==> config.mk <==
export PLATFORM = sky130hd
export DESIGN_NAME = config_space_capability_regs
export DESIGN_NICKNAME = d
export VERILOG_FILES = /design/src/rtl/cfgcap_pkg.sv /design/src/rtl/cfg_field_reg.sv /design/src/rtl/config_space_capability_regs.sv
export VERILOG_INCLUDE_DIRS = /design/src /design/src/rtl
export SDC_FILE = /design/constraint.sdc
export NUM_CORES = 1
export LEC_CHECK = 0
export BUFFER_PORTS_ARGS = -buffer_cell sky130_fd_sc_hd__buf_2
export CAP_MARGIN = 30
export CORE_UTILIZATION = 40
export CTS_BUF_LIST = sky130_fd_sc_hd__clkbuf_16
export CTS_CLUSTER_DIAMETER = 150
export DETAILED_ROUTE_END_ITERATION = 8
export HOLD_SLACK_MARGIN = 0.03
export PLACE_DENSITY = 0.67
export SLEW_MARGIN = 40
export SYNTH_ARGS = -nofsm -noshare
export SYNTH_HDL_FRONTEND = slang
export SYNTH_SLANG_ARGS = --single-unit
export TNS_END_PERCENT = 100
==> constraint.sdc <==
create_clock -name REF_CLK -period 4.4 [get_ports REF_CLK]
set_input_delay 0.44 -clock REF_CLK [delete_from_list [all_inputs] [get_ports REF_CLK]]
set_output_delay 0.44 -clock REF_CLK [all_outputs]
set_load 0.01 [all_outputs]
==> src/rtl/cfgcap_cfg.svh <==
`ifndef CFGCAP_CFG_SVH
`define CFGCAP_CFG_SVH

// register indices; byte address is four times the index
`define CFG_IDX_DEV_CAP2 10'h064
`define CFG_IDX_DEV_CTL2 10'h068
`define CFG_IDX_DEV_STS2 10'h06A
`define CFG_IDX_LINK_CAP2 10'h06C
`define CFG_IDX_LINK_CTL2 10'h070
`define CFG_IDX_LINK_STS2 10'h072
`define CFG_IDX_SLOT_CAP2 10'h074
`define CFG_IDX_SLOT_CTL2 10'h078
`define CFG_IDX_SLOT_STS2 10'h07A
`define CFG_IDX_RSVD_PRE_PM 10'h07C
`define CFG_IDX_RSVD_PRE_PM_END 10'h07F
`define CFG_IDX_PM_ID 10'h080
`define CFG_IDX_PM_NEXT 10'h081
`define CFG_IDX_PM_CAPS 10'h082
`define CFG_IDX_PM_CSR 10'h084
`define CFG_IDX_PM_BRIDGE 10'h086
`define CFG_IDX_PM_DATA 10'h087
`define CFG_IDX_RSVD_POST_PM 10'h088
`define CFG_IDX_RSVD_POST_PM_END 10'h08F
`define CFG_IDX_VEC_ID 10'h090
`define CFG_IDX_VEC_NEXT 10'h091
`define CFG_IDX_VEC_CTL 10'h092
`define CFG_IDX_VEC_TABLE 10'h094
`define CFG_IDX_VEC_PBA 10'h098
`define CFG_IDX_CAP_EN 10'h0C0

// fixed values
`define CFG_PM_ID_VAL 8'h01
`define CFG_VEC_ID_VAL 8'h11
`define CFG_PM_VERSION 3'h3
`define CFG_ZERO_WORD 32'h00000000

// writable masks and read masks
`define CFG_DEV_CTL2_WMASK 16'h87FF
`define CFG_LINK_CTL2_WMASK 16'hFFFF
`define CFG_VEC_CTL_WMASK 16'hC000
`define CFG_CAP_EN_WMASK 32'h00000001
`define CFG_LINK_CAP2_RMASK 32'h007FFFFE

// field positions
`define CFG_EQ_RESET_BIT 5
`define CFG_PM_NSR_BIT 3
`define CFG_PM_WEN_BIT 8
`define CFG_PM_WST_BIT 15
`define CFG_VEC_EN_BIT 15
`define CFG_VEC_MASK_BIT 14
`define CFG_CAP_EN_VEC_BIT 0

// power state codes
`define CFG_PWR_D0 2'h0
`define CFG_PWR_D1 2'h1
`define CFG_PWR_D2 2'h2
`define CFG_PWR_DEEPEST 2'h3

// reset values
`define CFG_DEV_CTL2_RST 16'h0000
`define CFG_LINK_CTL2_RST 16'h0001
`define CFG_VEC_CTL_RST 16'h0000
`define CFG_CAP_EN_RST 32'h00000001

`endif

==> src/rtl/cfgcap_pkg.sv <==
package cfgcap_pkg;

    typedef logic [9:0] reg_index_t;
    typedef logic [1:0] pwr_state_t;

    // equalization and de-emphasis state from the link
    typedef struct packed {
        logic reset_request;
        logic phase3_ok;
        logic phase2_ok;
        logic phase1_ok;
        logic complete;
        logic deemph_3p5db;
    } eq_status_s;

    // settings that software wrote, for user logic
    typedef struct packed {
        logic [15:0] device_control_second;
        logic [15:0] link_control_second;
        pwr_state_t power_state;
        logic wake_event_enable;
        logic wake_event_status;
        logic vector_enable;
        logic vector_function_mask;
        logic vector_present;
    } ctrl_out_s;

endpackage

==> src/rtl/cfg_field_reg.sv <==
`timescale 1ns/100ps
`default_nettype none

module cfg_field_reg #(
    parameter int W = 16,
    parameter logic [W-1:0] RST = '0
) (
    // clock and reset
    input wire logic clk,
    input wire logic resetn,
    // write port
    input wire logic we,
    input wire logic [W-1:0] wmask,
    input wire logic [W-1:0] wdata,
    // stored value
    output logic [W-1:0] q
);

    always_ff @(posedge clk or negedge resetn) begin
        if (!resetn) begin
            q <= RST;
        end else if (we) begin
            q <= (q & ~wmask) | (wdata & wmask);
        end
    end

endmodule

`default_nettype wire

==> src/rtl/config_space_capability_regs.sv <==
`include "cfgcap_cfg.svh"
`timescale 1ns/100ps
`default_nettype none

module config_space_capability_regs #(
    parameter int ADDR_W = 12,
    parameter logic CTO_DISABLE_SUPPORTED = 1'b1,
    parameter logic [3:0] CTO_RANGES = 4'hF,
    parameter logic [31:0] LINK_CAP2_VALUE = 32'h0000000E,
    parameter logic [7:0] PM_NEXT_PTR = 8'h90,
    parameter logic [4:0] PM_EVENT_SUPPORT = 5'h00,
    parameter logic PM_D2_SUPPORT = 1'b0,
    parameter logic PM_D1_SUPPORT = 1'b0,
    parameter logic [2:0] PM_AUX_CURRENT = 3'h0,
    parameter logic PM_DSI = 1'b0,
    parameter logic PM_CLOCK = 1'b0,
    parameter logic [7:0] PM_DATA_VALUE = 8'h00,
    parameter logic [7:0] VEC_NEXT_PTR = 8'hA0,
    parameter logic [10:0] VEC_TABLE_SIZE = 11'h000,
    parameter logic [28:0] VEC_TABLE_OFFSET = 29'h00000000,
    parameter logic [2:0] VEC_TABLE_REGION = 3'h0,
    parameter logic [28:0] PENDING_ARRAY_OFFSET = 29'h00000100,
    parameter logic [2:0] PENDING_ARRAY_REGION = 3'h0
) (
    // clock and reset
    input wire logic REF_CLK,
    input wire logic RESETN,
    // register bus
    input wire logic PSEL,
    input wire logic PENABLE,
    input wire logic PWRITE,
    input wire logic [ADDR_W-1:0] PADDR,
    input wire logic [31:0] PWDATA,
    input wire logic [3:0] PSTRB,
    output logic PREADY,
    output logic [31:0] PRDATA,
    output logic PSLVERR,
    // link and wake events
    input wire cfgcap_pkg::eq_status_s LINK_EQ,
    input wire logic WAKE_EVENT,
    // settings for user logic
    output cfgcap_pkg::ctrl_out_s CTRL
);

    cfgcap_pkg::reg_index_t idx;
    logic aligned;
    logic wr;
    logic [31:0] lane;
    logic [15:0] dev_ctl2;
    logic [15:0] link_ctl2;
    logic [15:0] vec_ctl;
    logic [31:0] cap_en;
    logic vec_present;
    cfgcap_pkg::pwr_state_t power_state;
    cfgcap_pkg::pwr_state_t req_state;
    logic wake_en;
    logic wake_st;
    logic eq_req;
    logic [15:0] pm_caps;
    logic [15:0] pm_csr;
    logic [15:0] link_sts2;
    logic [31:0] dev_cap2;
    logic [31:0] next_rdata;
    logic next_err;

    assign idx = PADDR[ADDR_W-1:2];
    assign aligned = (PADDR[1:0] == 2'h0);
    assign lane = {{8{PSTRB[3]}}, {8{PSTRB[2]}}, {8{PSTRB[1]}}, {8{PSTRB[0]}}};
    // zero-wait slave: every access phase completes at once
    assign PREADY = 1'b1;
    assign wr = PSEL && PENABLE && PWRITE && PREADY && aligned;
    assign vec_present = cap_en[`CFG_CAP_EN_VEC_BIT];

    assign dev_cap2 = {27'h0000000, CTO_DISABLE_SUPPORTED, CTO_RANGES};

    assign pm_caps = {PM_EVENT_SUPPORT, PM_D2_SUPPORT, PM_D1_SUPPORT, PM_AUX_CURRENT,
                      PM_DSI, 1'b0, PM_CLOCK, `CFG_PM_VERSION};

    assign pm_csr = {wake_st, 6'h00, wake_en, 4'h0, 1'b1, 1'b0, power_state};

    assign link_sts2 = {10'h000, eq_req, LINK_EQ.phase3_ok, LINK_EQ.phase2_ok,
                        LINK_EQ.phase1_ok, LINK_EQ.complete, LINK_EQ.deemph_3p5db};

    // read-only bits masked off on write
    cfg_field_reg #(.W(16), .RST(`CFG_DEV_CTL2_RST)) u_dev_ctl2 (
        .clk(REF_CLK),
        .resetn(RESETN),
        .we(wr && idx == `CFG_IDX_DEV_CTL2),
        .wmask(`CFG_DEV_CTL2_WMASK & lane[15:0]),
        .wdata(PWDATA[15:0]),
        .q(dev_ctl2)
    );

    cfg_field_reg #(.W(16), .RST(`CFG_LINK_CTL2_RST)) u_link_ctl2 (
        .clk(REF_CLK),
        .resetn(RESETN),
        .we(wr && idx == `CFG_IDX_LINK_CTL2),
        .wmask(`CFG_LINK_CTL2_WMASK & lane[15:0]),
        .wdata(PWDATA[15:0]),
        .q(link_ctl2)
    );

    // only enable and function mask writable
    cfg_field_reg #(.W(16), .RST(`CFG_VEC_CTL_RST)) u_vec_ctl (
        .clk(REF_CLK),
        .resetn(RESETN),
        .we(wr && vec_present && idx == `CFG_IDX_VEC_CTL),
        .wmask(`CFG_VEC_CTL_WMASK & lane[15:0]),
        .wdata(PWDATA[15:0]),
        .q(vec_ctl)
    );

    cfg_field_reg #(.W(32), .RST(`CFG_CAP_EN_RST)) u_cap_en (
        .clk(REF_CLK),
        .resetn(RESETN),
        .we(wr && idx == `CFG_IDX_CAP_EN),
        .wmask(`CFG_CAP_EN_WMASK & lane),
        .wdata(PWDATA),
        .q(cap_en)
    );

    assign req_state = PWDATA[1:0];

    always_ff @(posedge REF_CLK or negedge RESETN) begin
        if (!RESETN) begin
            power_state <= `CFG_PWR_D0;
        end else if (wr && idx == `CFG_IDX_PM_CSR && PSTRB[0]) begin
            case (req_state)
                `CFG_PWR_D1: begin
                    if (PM_D1_SUPPORT) begin
                        power_state <= req_state;
                    end
                end
                `CFG_PWR_D2: begin
                    if (PM_D2_SUPPORT) begin
                        power_state <= req_state;
                    end
                end
                default: begin
                    power_state <= req_state;
                end
            endcase
        end
    end

    // leaving the deepest state resets nothing here
    // enable only exists with event support
    always_ff @(posedge REF_CLK or negedge RESETN) begin
        if (!RESETN) begin
            wake_en <= 1'b0;
        end else if (PM_EVENT_SUPPORT == 5'h00) begin
            wake_en <= 1'b0;
        end else if (wr && idx == `CFG_IDX_PM_CSR && PSTRB[1]) begin
            wake_en <= PWDATA[`CFG_PM_WEN_BIT];
        end
    end

    // status only with unpowered-state support; set wins over clear
    always_ff @(posedge REF_CLK or negedge RESETN) begin
        if (!RESETN) begin
            wake_st <= 1'b0;
        end else if (!PM_EVENT_SUPPORT[4]) begin
            wake_st <= 1'b0;
        end else if (WAKE_EVENT) begin
            wake_st <= 1'b1;
        end else if (wr && idx == `CFG_IDX_PM_CSR && PSTRB[1] && PWDATA[`CFG_PM_WST_BIT]) begin
            wake_st <= 1'b0;
        end
    end

    // write one clears; a new request wins
    always_ff @(posedge REF_CLK or negedge RESETN) begin
        if (!RESETN) begin
            eq_req <= 1'b0;
        end else if (LINK_EQ.reset_request) begin
            eq_req <= 1'b1;
        end else if (wr && idx == `CFG_IDX_LINK_STS2 && PSTRB[0]
                     && PWDATA[`CFG_EQ_RESET_BIT]) begin
            eq_req <= 1'b0;
        end
    end

    always_comb begin
        next_rdata = `CFG_ZERO_WORD;
        next_err = !aligned;
        case (idx) inside
            `CFG_IDX_DEV_CAP2: next_rdata = dev_cap2;
            `CFG_IDX_DEV_CTL2: next_rdata = {16'h0000, dev_ctl2};
            `CFG_IDX_LINK_CAP2: next_rdata = LINK_CAP2_VALUE & `CFG_LINK_CAP2_RMASK;
            `CFG_IDX_LINK_CTL2: next_rdata = {16'h0000, link_ctl2};
            `CFG_IDX_LINK_STS2: next_rdata = {16'h0000, link_sts2};
            `CFG_IDX_DEV_STS2, `CFG_IDX_SLOT_CAP2, `CFG_IDX_SLOT_CTL2, `CFG_IDX_SLOT_STS2,
            [`CFG_IDX_RSVD_PRE_PM:`CFG_IDX_RSVD_PRE_PM_END],
            [`CFG_IDX_RSVD_POST_PM:`CFG_IDX_RSVD_POST_PM_END]: next_rdata = `CFG_ZERO_WORD;
            `CFG_IDX_PM_ID: next_rdata = {24'h000000, `CFG_PM_ID_VAL};
            `CFG_IDX_PM_NEXT: next_rdata = {24'h000000, PM_NEXT_PTR};
            `CFG_IDX_PM_CAPS: next_rdata = {16'h0000, pm_caps};
            `CFG_IDX_PM_CSR: next_rdata = {16'h0000, pm_csr};
            `CFG_IDX_PM_BRIDGE: next_rdata = `CFG_ZERO_WORD;
            `CFG_IDX_PM_DATA: next_rdata = {24'h000000, PM_DATA_VALUE};
            `CFG_IDX_VEC_ID: next_rdata = {24'h000000, `CFG_VEC_ID_VAL};
            // rest of the vector capability hidden when absent
            `CFG_IDX_VEC_NEXT: begin
                next_rdata = vec_present ? {24'h000000, VEC_NEXT_PTR} : `CFG_ZERO_WORD;
            end
            // table size is vectors minus one
            `CFG_IDX_VEC_CTL: begin
                next_rdata = vec_present ? {16'h0000, vec_ctl[15:14], 3'h0, VEC_TABLE_SIZE}
                                         : `CFG_ZERO_WORD;
            end
            `CFG_IDX_VEC_TABLE: begin
                next_rdata = vec_present ? {VEC_TABLE_OFFSET, VEC_TABLE_REGION}
                                         : `CFG_ZERO_WORD;
            end
            // same layout for the pending array
            `CFG_IDX_VEC_PBA: begin
                next_rdata = vec_present ? {PENDING_ARRAY_OFFSET, PENDING_ARRAY_REGION}
                                         : `CFG_ZERO_WORD;
            end
            `CFG_IDX_CAP_EN: next_rdata = cap_en;
            default: next_err = 1'b1;
        endcase
    end

    // read data and error captured in the setup cycle, stand through the access
    always_ff @(posedge REF_CLK or negedge RESETN) begin
        if (!RESETN) begin
            PRDATA <= `CFG_ZERO_WORD;
            PSLVERR <= 1'b0;
        end else if (PSEL && !PENABLE) begin
            PRDATA <= PWRITE ? `CFG_ZERO_WORD : next_rdata;
            PSLVERR <= next_err;
        end
    end

    // timeout disable passed to user logic
    // timeout value passed to user logic
    always_ff @(posedge REF_CLK or negedge RESETN) begin
        if (!RESETN) begin
            CTRL <= '0;
        end else begin
            CTRL.device_control_second <= dev_ctl2;
            CTRL.link_control_second <= link_ctl2;
            CTRL.power_state <= power_state;
            CTRL.wake_event_enable <= wake_en;
            CTRL.wake_event_status <= wake_st;
            CTRL.vector_enable <= vec_present && vec_ctl[`CFG_VEC_EN_BIT];
            CTRL.vector_function_mask <= vec_present && vec_ctl[`CFG_VEC_MASK_BIT];
            CTRL.vector_present <= vec_present;
        end
    end
endmodule

`default_nettype wire

==> impl_metrics.toml <==
[detailed_routing]
wl_mm = 8.534
vias = 2777
drt-pass1-iter-count = 6
drt-initial-drc-count = 209
drc = 18
wl_per_cell_microns = 16.60
post_drt_via_cell_ratio = 5.403
drtAntennaViolNets = 0

[worst_setup_path]
crit_fanout = 14
cp_data_arrival_time_ps = 2570
critPathKind = "in2reg"
endpoint_kind = "register"
reg2reg_slack_ps = 2850
ff2ff_path_depth = 3
critPathRequiredTime_ps = 4620
worstSetupStartpointType = "input pin"

[synth]
avgSynthCellArea_sq_um = 11.80
synth.distinct_cells = 56
yosysTopAreaCell = "dfrtp_1"
yosys_warnings = 0
synth_area_sq_mm = 0.003671
yosysTopAreaCellShare = 0.5590
synth-seq-cells = 84
ys_seq_area_frac = 0.5733
ys_async_sr_fraction = 1.000
synthFlopType = "dfrtp_1"
synth_cells = 311
synth_edf_count = 0
synth_area_leaders = "dfrtp_1 56%, mux2_2 8.9%, buf_4 4.7%"

[sta]
max_freq_mhz = 424.9
rsz0062_at_grt = "no"
hold_viol = 0
slew_headroom = 0.4345
period_share = 0.5349
tightest_slew_ps = 845.1
tns_ps = 0
slew_violations = 0
fin_skew_ps = 2.774
setup_viol = 0
worst_hold_slack_ps = 156.4
min_period_ps = 2354

[cts]
cts.hold.buffers_added = 0
cts_buffer_depth = 2
htreeDepth = 3
postCtsSetupBuffers = 0
clock-sinks = 84
cts_tree = "done"
root_buffer = "clkbuf_16"
clkLatencyLatePin_ps = 330
cts_resized = 0
numCtsBuffers = 9
clk_pin_slew_ps = 60

[placement]
place.gp.congestion = 0.9067
dp_cells = 498
dpl.hpwl_mm = 6.235
port_buffers = 90

[floorplan]
dieWidth_microns = 97.80
io_pins = 133
die_y_microns = 97.80
core_area_sq_mm = 0.008806
die_area_sq_mm = 0.009565
initial_utilization = 0.4169
core.rowCount = 34

[global_routing]
grt_max_degree = 85
grt_pass1_vias = 2697
grt_usage = 0.1901
grt_antenna_before_repair = 0
grt_pass1_wl_mm = 14.04
gr-total-overflow = 0

[power]
power_density_mw_per_mm2 = 377.2
p_total_mw = 1.677
ir_drop_uv = 194.8
p_leak_nw = 2.203

[flow_run]
cap_violations = 0

[finish]
antennaDiodeCount = 0
fin_cells = 514
utilization = 0.5048
drive_gt1_frac = 0.3547
layout_common_cells = "89 x buf_2, 82 x dfrtp_1, 29 x mux2_2, 23 x conb_1, 22 x o21ai_0"
syn2layout_area_growth_pct = 21.10
finalNetCount = 461
final_common_cell = "buf_2"

[min_path]
hold_path.class = "in2async"

[run_status]
failed_checks = "design-rule violations"
outcome = "finished, violations left"
-- synthesized netlist by cell type, types with 2 or more instances --
library cell,instances
nor3_1,8
nor2b_1,4
buf_6,2
nor2_2,2
and3_1,4
o21ai_0,22
nand4_1,5
inv_1,3
o32ai_1,2
or3_1,2
a22oi_1,4
nand3_1,2
a21oi_1,13
dfstp_2,2
and4_1,2
nand2_1,15
dfrtp_1,82
nor4_1,2
nor2_1,20
mux2i_1,4
nand2b_1,5
a221oi_1,3
clkbuf_1,6
o211ai_1,3
nor4b_1,3
conb_1,2
and2_1,3
nor4bb_1,2
a32oi_1,3
mux2_2,29
a221o_1,4
buf_4,23
a22o_1,2
-- worst max-delay path by stage --
stage,slack [ps],depth (start not counted),start,endpoint
after floorplan,2180,6,PADDR[2],register
final,2050,6,PADDR[3],register
after CTS,2070,6,PADDR[3],register
after global routing,1810,6,PADDR[3],register
after global placement,1750,6,PADDR[3],register
after detailed placement,1730,6,PADDR[3],register
-- where the power goes --
| group | internal, mW | leakage (nW) | switching (mW) |
|---|---|---|---|
| combinational | 0.0272 | 0.931 | 0.0677 |
| clock | 0.500 | 0.152 | 0.307 |
| sequential | 0.774 | 1.12 | 0.000905 |
-- final cells by class --
type / instances / area [sq um]
clock buffers: 9 / 225.2
inverters: 3 / 11.26
repair buffers: 90 / 456.7
fillers: 770 / 4360
multi-input cells: 213 / 1415
well taps: 108 / 135.1
clock inverters: 7 / 97.59
flip-flops and latches: 84 / 2105
-- critical path: stages --
cell	delay, ps
buf_2	190
or4_4	590
nor3_1	360
nand2_1	180
nor2_2	410
mux2_2	390
-- layer usage --
layer / vias up / routed length [microns] / GRT usage / part of all wire
met5: - / 0 / 0 / 0
met3: 11 / 525 / 0.04080 / 0.062
li1: 1283 / - / - / -
met2: 114 / 4048 / 0.2919 / 0.47
met4: 0 / 153 / 0.09091 / 0.018
met1: 1369 / 3807 / 0.2579 / 0.45
-- metrics by stage --
step / setup slack, ps / instance area (sq um)
6_report: 2046 / 4446
5_1_grt: 1810 / 4446
4_1_cts: 2074 / 4443
3_5_place_dp: 1725 / 4120
3_3_place_gp: 1753 / 4116
2_1_floorplan: 2176 / 3750
-- kinds of logic after synthesis --
logic type,after synthesis,share of synthesized area
AND/OR/NAND/NOR,89,0.1357
multiplexers,33,0.09986
other,2,0.002046
buffers and inverters,35,0.06339
flip-flops,84,0.5733
AO/OA/AOI/OAI,68,0.1258
No activity file was read; power rests on OpenSTA's default activity.
